<file path="config.mk">
export PLATFORM = sky130hd
export DESIGN_NAME = cpcv_regs
export DESIGN_NICKNAME = d
export VERILOG_FILES = /design/src/rtl/cpcv_reg_store.v /design/src/rtl/cpcv_regs.v
export VERILOG_INCLUDE_DIRS = /design/src /design/src/rtl
export SDC_FILE = /design/constraint.sdc
export NUM_CORES = 1
export LEC_CHECK = 0
export BUFFER_PORTS_ARGS = -buffer_cell sky130_fd_sc_hd__buf_2
export CAP_MARGIN = 20
export CORE_MARGIN = 5
export CORE_UTILIZATION = 57
export DETAILED_ROUTE_END_ITERATION = 10
export MAX_ROUTING_LAYER = met4
export PLACE_DENSITY = 0.89
export RECOVER_POWER = 100
export SYNTH_ARGS = -nofsm -noshare
export SYNTH_HDL_FRONTEND = slang
export SYNTH_SLANG_ARGS = --single-unit
</file>
<file path="constraint.sdc">
create_clock -name ref_clk -period 6.62 [get_ports ref_clk]
set_clock_uncertainty 0.15 [all_clocks]
set_input_delay 0.662 -clock ref_clk [delete_from_list [all_inputs] [get_ports ref_clk]]
set_output_delay 0.662 -clock ref_clk [all_outputs]
set_load 0.005 [all_outputs]
</file>
<file path="src/rtl/cpcv_map.vh">
// Register map, field positions and reset values of the codec control registers
`ifndef CPCV_MAP_VH
`define CPCV_MAP_VH
// Byte address is four times a register number (2, 4, 0x10, 0x20), not the two-bit store index
`define CPCV_OFF_FORMAT 12'h008
`define CPCV_OFF_PWRCLK 12'h010
`define CPCV_OFF_VOLUME 12'h040
`define CPCV_OFF_STATUS 12'h080
`define CPCV_IDX_FORMAT 2'h0
`define CPCV_IDX_PWRCLK 2'h1
`define CPCV_IDX_VOLUME 2'h2
`define CPCV_FMT_I2S 3'h0
`define CPCV_FMT_LSB16 3'h1
`define CPCV_FMT_LSB18 3'h2
`define CPCV_FMT_LSB20 3'h3
`define CPCV_FMT_LSB24 3'h4
`define CPCV_FMT_MSB 3'h5
`define CPCV_FMT_DEFAULT 3'h0
`define CPCV_FMT_RESET 16'h0000
`define CPCV_FMT_MASK 16'h0007
`define CPCV_PWR_RESET 16'h8705
`define CPCV_PWR_MASK 16'h87c5
`define CPCV_VOL_RESET 16'h0000
`define CPCV_BIT_DAC_PON 15
`define CPCV_BIT_ADCL_PON 10
`define CPCV_BIT_ADCR_PON 9
`define CPCV_BIT_BIAS_PON 8
`define CPCV_BIT_DACCLK_EN 7
`define CPCV_BIT_DACCLK_AUTO 6
`define CPCV_BIT_DEC_EN 2
`define CPCV_BIT_INT_EN 0
`define CPCV_ATTEN_MAX_CODE 8'hd0
`define CPCV_ATTEN_STEP2_END 8'hec
`define CPCV_ATTEN_STEP3_END 8'hf4
`define CPCV_ATTEN_STEP4_END 8'hf8
`define CPCV_ATTEN_Q_STEP2_END 10'h108
`define CPCV_ATTEN_Q_STEP3_END 10'h120
`define CPCV_ATTEN_MUTE 10'h3ff
`endif

</file>
<file path="src/rtl/cpcv_reg_store.v">
// Three-word register store with registered read data
`timescale 1ns/10ps
`default_nettype none
`include "cpcv_map.vh"
module cpcv_reg_store (
	input wire ref_clk,
	input wire rst_n,
	input wire wrEn,
	input wire [1:0] wrIdx,
	input wire [15:0] wrData,
	input wire [1:0] rdIdx,
	output reg [15:0] rdData,
	output wire [15:0] word0,
	output wire [15:0] word1,
	output wire [15:0] word2
);
	reg [15:0] mem0;
	reg [15:0] mem1;
	reg [15:0] mem2;
	assign word0 = mem0;
	assign word1 = mem1;
	assign word2 = mem2;
	always @(posedge ref_clk)
	begin
		if (!rst_n)
		begin
			mem0 <= `CPCV_FMT_RESET;
			mem1 <= `CPCV_PWR_RESET;
			mem2 <= `CPCV_VOL_RESET;
			rdData <= 16'h0000;
		end
		else
		begin
			// Reserved bits are masked so they always read zero
			if (wrEn && wrIdx == `CPCV_IDX_FORMAT)
				mem0 <= wrData & `CPCV_FMT_MASK;
			if (wrEn && wrIdx == `CPCV_IDX_PWRCLK)
				mem1 <= wrData & `CPCV_PWR_MASK;
			if (wrEn && wrIdx == `CPCV_IDX_VOLUME)
				mem2 <= wrData;
			case (rdIdx)
				`CPCV_IDX_FORMAT: rdData <= mem0;
				`CPCV_IDX_PWRCLK: rdData <= mem1;
				`CPCV_IDX_VOLUME: rdData <= mem2;
				default: rdData <= 16'h0000;
			endcase
		end
	end
endmodule // cpcv_reg_store
`default_nettype wire

</file>
<file path="src/rtl/cpcv_regs.v">
// APB register bank for codec format, power, clock gating and master volume
`timescale 1ns/10ps
`default_nettype none
`include "cpcv_map.vh"
// What this block does
// (RL1) Decode format codes to I2S, LSB, MSB
// (RL2) Unused format codes select the default format
// (RL3) Bit 15 powers DAC on when set
// (RL4) DAC power bit drives DAC directly
// (RL5) Bias bit zero unpowers both ADCs
// (RL6) Per-channel ADC bits powered under bias
// (RL7) Bit 7 enables the DAC clock
// (RL8) Bit 6 enables automatic DAC clock gating
// (RL9) Auto on and PLL unlocked: mute, stop
// (RL10) Bit 2 runs decimator and ADC clock
// (RL11) Bit 0 runs the interpolator clock; the DAC clock follows bit 7 unless auto stop holds it
// (RL12) Left code high byte, right low byte
// (RL13) Attenuation 0 to -78 dB plus mute
// (RL14) Codes to 0xd0 give quarter-dB steps
module cpcv_regs (
	input wire ref_clk,
	input wire rst_n,
	input wire psel,
	input wire penable,
	input wire pwrite,
	input wire [11:0] paddr,
	input wire [31:0] pwdata,
	output wire pready,
	output wire pslverr,
	output wire [31:0] prdata,
	input wire fractionalPllLocked,
	output reg [2:0] inputFormatSel,
	output reg dacPowerOn,
	output reg adcLeftPowered,
	output reg adcRightPowered,
	output reg dacClockRun,
	output reg decimatorClockRun,
	output reg interpolatorClockRun,
	output reg interpolatorMute,
	output reg [9:0] leftAttenQuarterDb,
	output reg [9:0] rightAttenQuarterDb
);
	// Attenuation in quarter-dB units; all ones means infinite (mute)
	// Above the quarter-dB range the step widens per segment, so each has its own slope
	function [9:0] attenOf;
		input [7:0] code;
		reg [7:0] delta;
		begin
			delta = 8'h00;
			if (code <= `CPCV_ATTEN_MAX_CODE)
				attenOf = {2'b00, code}; // (RL14)
			else if (code <= `CPCV_ATTEN_STEP2_END)
			begin
				delta = code - `CPCV_ATTEN_MAX_CODE;
				attenOf = {2'b00, `CPCV_ATTEN_MAX_CODE} + {1'b0, delta, 1'b0}; // (RL13)
			end
			else if (code <= `CPCV_ATTEN_STEP3_END)
			begin
				delta = code - `CPCV_ATTEN_STEP2_END;
				attenOf = `CPCV_ATTEN_Q_STEP2_END + {2'b00, delta} + {1'b0, delta, 1'b0}; // (RL13)
			end
			else if (code <= `CPCV_ATTEN_STEP4_END)
			begin
				delta = code - `CPCV_ATTEN_STEP3_END;
				attenOf = `CPCV_ATTEN_Q_STEP3_END + {1'b0, delta, 1'b0} + {delta, 2'b00}; // (RL13)
			end
			else
				attenOf = `CPCV_ATTEN_MUTE; // (RL13)
		end
	endfunction

	// The bias supply gates both channels, so a channel bit alone powers nothing
	function adcPowerOf;
		input bias;
		input channel;
		begin
			adcPowerOf = bias && channel; // (RL5) (RL6)
		end
	endfunction

	function [1:0] indexOf;
		input [11:0] addr;
		begin
			case (addr)
				`CPCV_OFF_FORMAT: indexOf = `CPCV_IDX_FORMAT;
				`CPCV_OFF_PWRCLK: indexOf = `CPCV_IDX_PWRCLK;
				`CPCV_OFF_VOLUME: indexOf = `CPCV_IDX_VOLUME;
				default: indexOf = 2'h3;
			endcase
		end
	endfunction
	wire [15:0] fmtWord;
	wire [15:0] pwrWord;
	wire [15:0] volWord;
	wire [15:0] storeRd;
	wire [1:0] accIdx;
	wire isStatus;
	wire known;
	wire access;
	reg phaseTwo;
	reg statusRd;
	reg errRd;
	reg pllSeen;

	assign accIdx = indexOf(paddr);
	assign isStatus = (paddr == `CPCV_OFF_STATUS);
	assign known = (accIdx != 2'h3) || (isStatus && !pwrite);
	assign access = psel && penable;
	// Read data comes from a register, so each transfer waits one extra cycle
	assign pready = phaseTwo;
	assign pslverr = phaseTwo && errRd;
	assign prdata = statusRd ? {31'h00000000, pllSeen} :
		(errRd ? 32'h00000000 : {16'h0000, storeRd});

	// Ready rises for one cycle after the first access cycle, giving one wait state
	always @(posedge ref_clk)
	begin
		if (!rst_n)
			phaseTwo <= 1'b0;
		else
			phaseTwo <= access && !phaseTwo;
	end

	// Read source and error are captured with the address of the first access cycle
	always @(posedge ref_clk)
	begin
		if (!rst_n)
		begin
			statusRd <= 1'b0;
			errRd <= 1'b0;
		end
		else
		begin
			statusRd <= isStatus;
			errRd <= !known;
		end
	end

	// Lock status is sampled so read data leave from a flip-flop
	always @(posedge ref_clk)
	begin
		if (!rst_n)
			pllSeen <= 1'b0;
		else
			pllSeen <= fractionalPllLocked;
	end

	cpcv_reg_store store (
		.ref_clk(ref_clk),
		.rst_n(rst_n),
		.wrEn(access && !phaseTwo && pwrite && known),
		.wrIdx(accIdx),
		.wrData(pwdata[15:0]),
		.rdIdx(accIdx),
		.rdData(storeRd),
		.word0(fmtWord),
		.word1(pwrWord),
		.word2(volWord)
	);
	wire autoStop;
	assign autoStop = pwrWord[`CPCV_BIT_DACCLK_AUTO] && !fractionalPllLocked; // (RL8)

	// Unused format codes fall back so the input never sees an undefined setting
	always @(posedge ref_clk)
	begin
		if (!rst_n)
			inputFormatSel <= `CPCV_FMT_DEFAULT;
		else
		begin
			case (fmtWord[2:0])
				`CPCV_FMT_I2S, `CPCV_FMT_LSB16, `CPCV_FMT_LSB18, `CPCV_FMT_LSB20,
				`CPCV_FMT_LSB24, `CPCV_FMT_MSB: inputFormatSel <= fmtWord[2:0]; // (RL1)
				default: inputFormatSel <= `CPCV_FMT_DEFAULT; // (RL2)
			endcase
		end
	end

	// Not combined with mute, so the DAC stays powered through a lock loss
	always @(posedge ref_clk)
	begin
		if (!rst_n)
			dacPowerOn <= 1'b0;
		else
			dacPowerOn <= pwrWord[`CPCV_BIT_DAC_PON]; // (RL3) (RL4)
	end

	always @(posedge ref_clk)
	begin
		if (!rst_n)
			adcLeftPowered <= 1'b0;
		else
			adcLeftPowered <= adcPowerOf(pwrWord[`CPCV_BIT_BIAS_PON],
				pwrWord[`CPCV_BIT_ADCL_PON]); // (RL5) (RL6)
	end

	always @(posedge ref_clk)
	begin
		if (!rst_n)
			adcRightPowered <= 1'b0;
		else
			adcRightPowered <= adcPowerOf(pwrWord[`CPCV_BIT_BIAS_PON],
				pwrWord[`CPCV_BIT_ADCR_PON]); // (RL5) (RL6)
	end

	// Auto stop follows the live lock input, so a relock restarts the clock by itself
	always @(posedge ref_clk)
	begin
		if (!rst_n)
			dacClockRun <= 1'b0;
		else
			dacClockRun <= pwrWord[`CPCV_BIT_DACCLK_EN] && !autoStop; // (RL7) (RL9)
	end

	always @(posedge ref_clk)
	begin
		if (!rst_n)
			interpolatorMute <= 1'b0;
		else
			interpolatorMute <= autoStop; // (RL9)
	end

	always @(posedge ref_clk)
	begin
		if (!rst_n)
			decimatorClockRun <= 1'b0;
		else
			decimatorClockRun <= pwrWord[`CPCV_BIT_DEC_EN]; // (RL10)
	end

	always @(posedge ref_clk)
	begin
		if (!rst_n)
			interpolatorClockRun <= 1'b0;
		else
			interpolatorClockRun <= pwrWord[`CPCV_BIT_INT_EN]; // (RL11)
	end

	// Each channel decodes its own byte; the two never share a code
	always @(posedge ref_clk)
	begin
		if (!rst_n)
			leftAttenQuarterDb <= 10'h000;
		else
			leftAttenQuarterDb <= attenOf(volWord[15:8]); // (RL12)
	end

	always @(posedge ref_clk)
	begin
		if (!rst_n)
			rightAttenQuarterDb <= 10'h000;
		else
			rightAttenQuarterDb <= attenOf(volWord[7:0]); // (RL12)
	end

endmodule // cpcv_regs
`default_nettype wire

</file>
==> results of run 1 <==
-- area by class of cell --
type                       instances  area [um2]
sequential                        77        1540
inverter                          37         139
timing repair buffer              84         399
tap                              129         161
fill                             763        3260
multi-input combinational        471        3510
clock inverter                     5        81.3
clock buffer                      11         151
-- cell usage in the layout, fill, tap and decap left out, types with 11 or more instances in the layout --
master    count
mux2i_1      31
nor3_1       11
inv_1        36
xnor2_1      30
xor2_1       17
clkbuf_1     19
buf_2        64
a21oi_1      33
nor2_1       58
conb_1       16
clkbuf_8     11
nand2_1      27
dfxtp_1      77
and2_0       14
ha_1         66
o21ai_0      22
-- per-layer routing --
layer	routed length, um	global-route usage, %	share of wire (%)	vias up
li1	-	-	-	2262
met1	5610	30.2	42	2212
met2	6720	40.5	50	200
met3	1020	3.12	7.5	15
met4	140	5.95	1.0	0
met5	0	-	0	-
-- critical path: cells and delay by family --
family	cells	cell delay (ps)
buffers and inverters	1	100
and+or+nand+nor	5	3740
muxes	1	280
-- kinds of logic (layout without fill, tap and decap cells) --
family          after synthesis  after routing  synth area share [%]
compound gates              139            139                  17.9
xor+xnor                     47             47                  7.59
fa+ha+maj                    70             70                  16.7
buf+inv                      82            137                  7.48
flops                        77             77                  28.4
mux                          31             31                  5.72
other cells                   1             16                0.0692
simple gates                168            168                  16.1
-- power by group through the flow --
stage | registers [mW] | logic [mW] | clock network [mW]
4_1_cts | 0.466 | 0.0321 | 0.403
6_report | 0.466 | 0.0314 | 0.398
3_3_place_gp | 0.477 | 0.0310 | 0
3_5_place_dp | 0.477 | 0.0320 | 0
5_1_grt | 0.466 | 0.0346 | 0.428
2_1_floorplan | 0.477 | 0.0202 | 0
-- metrics by stage --
| stage | hold WS [ps] | worst slack (ps) | cell area, um2 |
|---|---|---|---|
| 2_1_floorplan | 274 | 3560 | 5480 |
| 3_3_place_gp | 292 | 3170 | 5800 |
| 3_5_place_dp | 304 | 3030 | 5800 |
| 4_1_cts | 316 | 3020 | 6030 |
| 5_1_grt | 356 | 1500 | 5980 |
| 6_report | 313 | 1820 | 5980 |
-- registers in the layout, indices dropped and copies added, names as in the netlist --
| name | flops |
|---|---|
| inputFormatSel | 3 |
| store.word1 | 8 |
| rightAttenQuarterDb | 10 |
| pready | 1 |
| interpolatorClockRun | 1 |
| interpolatorMute | 1 |
| adcLeftPowered | 1 |
| pllSeen | 1 |
| decimatorClockRun | 1 |
| dacClockRun | 1 |
| adcRightPowered | 1 |
| store.word2 | 16 |
| statusRd | 1 |
| leftAttenQuarterDb | 10 |
| store.word0 | 3 |
| dacPowerOn | 1 |
| store.rdData | 16 |
| errRd | 1 |
-- final timing paths --
kind	startpoint	end	slack [ps]	cells after the start
max reg2reg	store.word2[4]$_SDFFE_PN0P_	rightAttenQuarterDb[9]$_SDFF_PP0_	3000	12
max	paddr[10]	store.word2[0]$_SDFFE_PN0P_	1820	7
min reg2reg	pready$_SDFF_PN0_	pready$_SDFF_PN0_	310	1
min	pready$_SDFF_PN0_	pready$_SDFF_PN0_	310	1
==> key figures, run 1 <==
STA
  – Crit share post-route: between 70 and 80%
  – RSZ-0062 raised after global routing: false
  – Worst-Margin Slew: 2840 ps
  – Slew Limit Fails: 70
  – Setup TNS: 0 ps
  – Slew Limit Headroom: -91.8%
  – Final hold viol count: 0
  – Final setup viols: 0
  – Tmin final: ~4800 ps
  – Maximum clock frequency: 209 MHz

Clock network
  – TritonCTS Sinks: 77
  – Root buf cell: clkbuf_8
  – CTS max path bufs: 2
  – Num CTS Buffers: 9
  – Post-cts sizing count: 0
  – Post-CTS Setup Inserts: 0
  – Reg clk slew, reported paths: around 80 ps
  – Hold-fix buffers, CTS: 0
  – CTS tree: done
  – H-tree Lvls: 3
  – Clock latency on the worst-skew pair: 330 ps

Yosys
  – Most frequent cell after synthesis: dfxtp_1
  – Sequential share of the synthesized area: 28.4%
  – Average size of a mapped cell: ~8.8 um2
  – Mapped Area: about 5400 um2
  – Post-synthesis register bit count: 77
  – Yosys warns: 0
  – Ys flop type: dfxtp_1
  – Yosys cell types: slightly above 60
  – Fraction of registers with async set/reset: 0%
  – Leading area contributor after synthesis: dfxtp_1
  – Area contributors post-synth: dfxtp_1 28%, ha_1 15%, mux2i_1 5.7%, xnor2_1 4.8%, nor2_1 4.0%
  – Top post-synthesis cells by count: 77 x dfxtp_1, 66 x ha_1, 58 x nor2_1
  – Mapped Cells: between 600 and 700
  – Yosys top cell area share: ~28%
  – EDFF count, synth: 0

Detailed routing
  – Vias per cell: 5.76
  – Drc violations: 0
  – DR vias: approximately 4,700
  – DRT Wirelength: 13,500 um
  – Wirelength per Cell: ~17 um
  – Post-DRT Antenna Nets: 0
  – DRT iter0 DRCs: between 300 and 400
  – First-pass DRT Iterations: 5

Cells and area
  – Non-Filler Instances: 814
  – Layout Nets: 800
  – Final core utilization: about two thirds
  – Syn-to-layout area delta: 10.3%
  – Ant. Diodes: 0
  – Share of cells above drive strength 1: between 10% and 20%

Place
  – Placer congestion estimate: roughly 0.95
  – DP Wirelength: around 10,000 um
  – IO buf count: just over 80
  – Placed Cells: between 700 and 800

Die
  – Ports: around 110
  – # rows: 35
  – Initial Utilization: between 50% and 60%
  – Die Span Y: approximately 110 um
  – Die area: 11,600 um2
  – Die width: 108 um
  – Core Footprint: 9240 um2

Setup path
  – Max FO, Critical Path: 18
  – Slowest CP cell: nor4b_1
  – Worst Setup Start Kind: primary input
  – Critical Path End Type: register
  – Critical path class: in2reg
  – Worst path max stage delay: roughly 2200 ps
  – Crit path DAT: ~4800 ps
  – Crit-path cells: buf_2 > nor4_2 > nand3_1 > nor4b_1 > and2b_1 > mux2i_1 > nor2_1
  – Worst endpoint required time: around 6600 ps

Flow run
  – Maxcap violations: 3

GRT
  – Tot GR Track Use: a little under a quarter
  – First-pass GRT wire length: between 20,000 and 25,000 um
  – Largest net degree at the start of global routing: 42
  – Initial antenna violation count: 0
  – Congestion Overflow GR: 0
  – Vias in the first global route: ~4,500

Power and ir drop
  – Pint: 0.710 mW
  – Combinational Power Share: ~3.5%
  – Clock power frac: between 40 and 50%
  – Sw Share: approximately a fifth
  – Total power: between 0.8 and 0.9 mW
  – Flop pwr share: around 52%
  – Maximum VDD drop: between 0.1 and 0.15 mV
  – Pwr dens: roughly 150 nW/um2
  – Net switching power figure: between 0.15 and 0.2 mW
  – Pleak: 2.54 nW

Min path
  – Worst hold-check path type: reg2reg

Status
  – Status: finished, violations left
  – Failing checks: max-capacitance violations, max-slew violations
Power figures use the tool's default switching activity.
==> run 2: changes to the inputs <==
Settings changed: ABC_AREA set to 1, CORE_UTILIZATION 57 to 56, PLACE_DENSITY 0.89 to 0.87.
Clock period 6.62 ns to 4.6 ns, I/O delays scaled along.
==> key figures, run 2 <==
Clock network
  – H-tree Lvls: 3
  – Num CTS Buffers: 9
  – Clock latency on the worst-skew pair: 360 ps
  – Root buf cell: clkbuf_8
  – Reg clk slew, reported paths: approximately 90 ps
  – Post-cts sizing count: 0
  – Hold-fix buffers, CTS: 0
  – CTS tree: done
  – Post-CTS Setup Inserts: 0
  – TritonCTS Sinks: slightly below 80
  – CTS max path bufs: 2

Yosys
  – Post-synthesis register bit count: between 70 and 80
  – Most frequent cell after synthesis: inv_1
  – Sequential share of the synthesized area: about 28%
  – Yosys cell types: between 40 and 50
  – Synth Area in Compound Gates: about an eighth
  – Top post-synthesis cells by count: 129 x inv_1, 128 x nand2_1, 77 x dfxtp_1
  – Leading area contributor after synthesis: dfxtp_1
  – Synth Area in XOR/XNOR: under 10%
  – Mapped Cells: around 760
  – Yosys top cell area share: ~28%
  – Fraction of registers with async set/reset: 0%
  – Ys flop type: dfxtp_1
  – Average size of a mapped cell: around 7.3 um2
  – EDFF count, synth: 0
  – Yosys warns: 0
  – Proportion of synthesized area in mux cells: 0%
  – Synth Area in Adders: about 16%
  – Largest family of logic cells by synthesized area: simple AND/OR/NAND/NOR gates
  – Mapped Area: ~5600 um2
  – Post-Synth Simple-Gate Area: 23.1%
  – Area contributors post-synth: dfxtp_1 28%, ha_1 15%, inv_1 8.7%, nand2_1 8.6%, a21oi_1 5.0%

GRT
  – Largest net degree at the start of global routing: 48
  – Tot GR Track Use: 23.7%
  – Vias in the first global route: between 4,000 and 5,000
  – Initial antenna violation count: 0
  – Congestion Overflow GR: 0
  – First-pass GRT wire length: ~22,000 um

Detailed routing
  – DR vias: approximately 5,300
  – Wirelength per Cell: roughly 14 um
  – DRT Wirelength: around 14,000 um
  – Vias per cell: 5.40
  – First-pass DRT Iterations: 7
  – DRT iter0 DRCs: just under 400
  – Drc violations: 0
  – Post-DRT Antenna Nets: 0

Setup path
  – R2r startpoint: store.word2[12]$_SDFFE_PN0P_
  – Setup crit start: store.word2[12]$_SDFFE_PN0P_
  – Critical Path End Type: register
  – Critical path class: reg2reg
  – Crit path DAT: roughly 3500 ps
  – Worst endpoint required time: 4740 ps
  – Worst Reg2Reg Path Length in Cells: 19
  – Max FO, Critical Path: 8
  – Worst Setup Start Kind: register

Die
  – Die Span Y: 110 um
  – Die area: 12,000 um2
  – Core Footprint: between 9000 and 10,000 um2
  – Initial Utilization: a little under three fifths
  – Die width: between 100 and 150 um
  – # rows: 36
  – Ports: 114

STA
  – Slew Limit Headroom: -25.3%
  – Setup TNS: 0 ps
  – Worst Setup Slack, final: 1270 ps
  – Worst-Margin Slew: between 1500 and 2000 ps
  – Maximum clock frequency: about 300 MHz
  – Final hold viol count: 0
  – RSZ-0062 raised after global routing: false
  – Crit share post-route: 72.4%
  – Final setup viols: 0
  – Tmin final: approximately 3300 ps
  – Slew Limit Fails: 48

Power and ir drop
  – Flop pwr share: a little over half
  – Combinational Power Share: 3.8%
  – Total power: about 1.2 mW
  – Pwr dens: between 200 and 250 nW/um2
  – Sw Share: around 24%
  – Net switching power figure: between 0.3 and 0.4 mW
  – Pint: between 0.9 and 1 mW
  – Pleak: around 3 nW
  – Maximum VDD drop: 0.138 mV
  – Clock power frac: about 42%

Place
  – Post-Place Worst Slack: about 1400 ps
  – Placer congestion estimate: roughly 0.95
  – DP Wirelength: 10,400 um
  – IO buf count: 81

Cells and area
  – Most frequent cells in the layout: 129 x inv_1, 129 x nand2_1, 77 x dfxtp_1
  – Syn-to-layout area delta: 9.34%
  – Layout Nets: between 900 and 1,000
  – Share of cells above drive strength 1: under 10%

Flow run
  – Maxcap violations: 1

Min path
  – Worst min-delay path startpoint: fractionalPllLocked
  – Hold Path Depth: 2
  – Worst hold-check path type: in2reg

Status
  – Failing checks: max-capacitance violations, max-slew violations
  – Status: finished, violations left
## run 2: cell types whose count changed in the layout (fill, tap and decap cells not counted), sizes merged, moves of 21 or more
| cell | change |
|---|---|
| and2 | -23 |
| inv | +99 |
| nand2 | +106 |
| nand3 | +48 |
| buf | -26 |
| clkbuf | +21 |
| mux2i | -31 |
| a21oi | +23 |
## run 2: path summary, 6_finish.rpt
kind                                 endpoint  slack [ps]
min reg2reg   interpolatorClockRun$_SDFF_PN0_         280
max          leftAttenQuarterDb[8]$_SDFF_PP0_        1270
max reg2reg  leftAttenQuarterDb[8]$_SDFF_PP0_        1270
min               interpolatorMute$_SDFF_PN0_         150
## run 2: final cells by class
type	count	area, um2
Timing Repair Buffer	81	354
Clock buffer	9	124
Antenna cell	1	2.50
Inverter	135	509
Clock inverter	7	78.8
Multi-Input combinational cell	532	3300
Fill cell	894	3650
Sequential cell	77	1540
Tap cell	133	166
## run 2: logic make-up (layout without fill, tap and decap cells)
group | count (synthesis) | count (layout)
XOR/XNOR | 39 | 39
buffers and inverters | 169 | 232
other | 1 | 17
AO/OA/AOI/OAI | 127 | 127
AND/OR/NAND/NOR | 280 | 280
adder cells (fa/ha/maj) | 70 | 70
flip-flops | 77 | 77
## run 2: worst max-delay path, cell delays in order (launching register included)
cell and delay [ps]:
dfxtp_1 530, inv_1 180, ha_1 240, inv_1 70, o21ai_0 130, nand2_1 110, xor2_1 230, inv_1 130
ha_1 320, ha_1 360, nand2_1 70, inv_1 70, nand4_1 120, nand3_1 110, nand2_1 50, nand2_1 70
nand2_1 50, nand2_1 70, nand2_1 50, a21oi_1 150
## run 2: layer usage
layer | part of all wire [%] | global-route usage, %
met1 | 38 | 28.4
met2 | 49 | 39.6
met3 | 9.5 | 4.87
met4 | 3.3 | 8.19
met5 | 0 | -
## run 2: power by group through the flow
stage | registers (mW) | clock network [mW] | logic, mW
after floorplan | 0.687 | 0 | 0.0326
after global placement | 0.686 | 0 | 0.0459
after detailed placement | 0.686 | 0 | 0.0467
after CTS | 0.671 | 0.529 | 0.0473
after global routing | 0.671 | 0.567 | 0.0530
final | 0.671 | 0.527 | 0.0476
## run 2: through the flow
step                      hold WS (ps)  cells  util [%]  instance area (um2)
after floorplan                    257    778         -                 5620
after global placement             262    958      61.1                 5950
after detailed placement           273    958      61.1                 5950
after CTS                          127    974      63.2                 6150
after global routing               142    974      62.4                 6080
final                              150    975      62.5                 6080
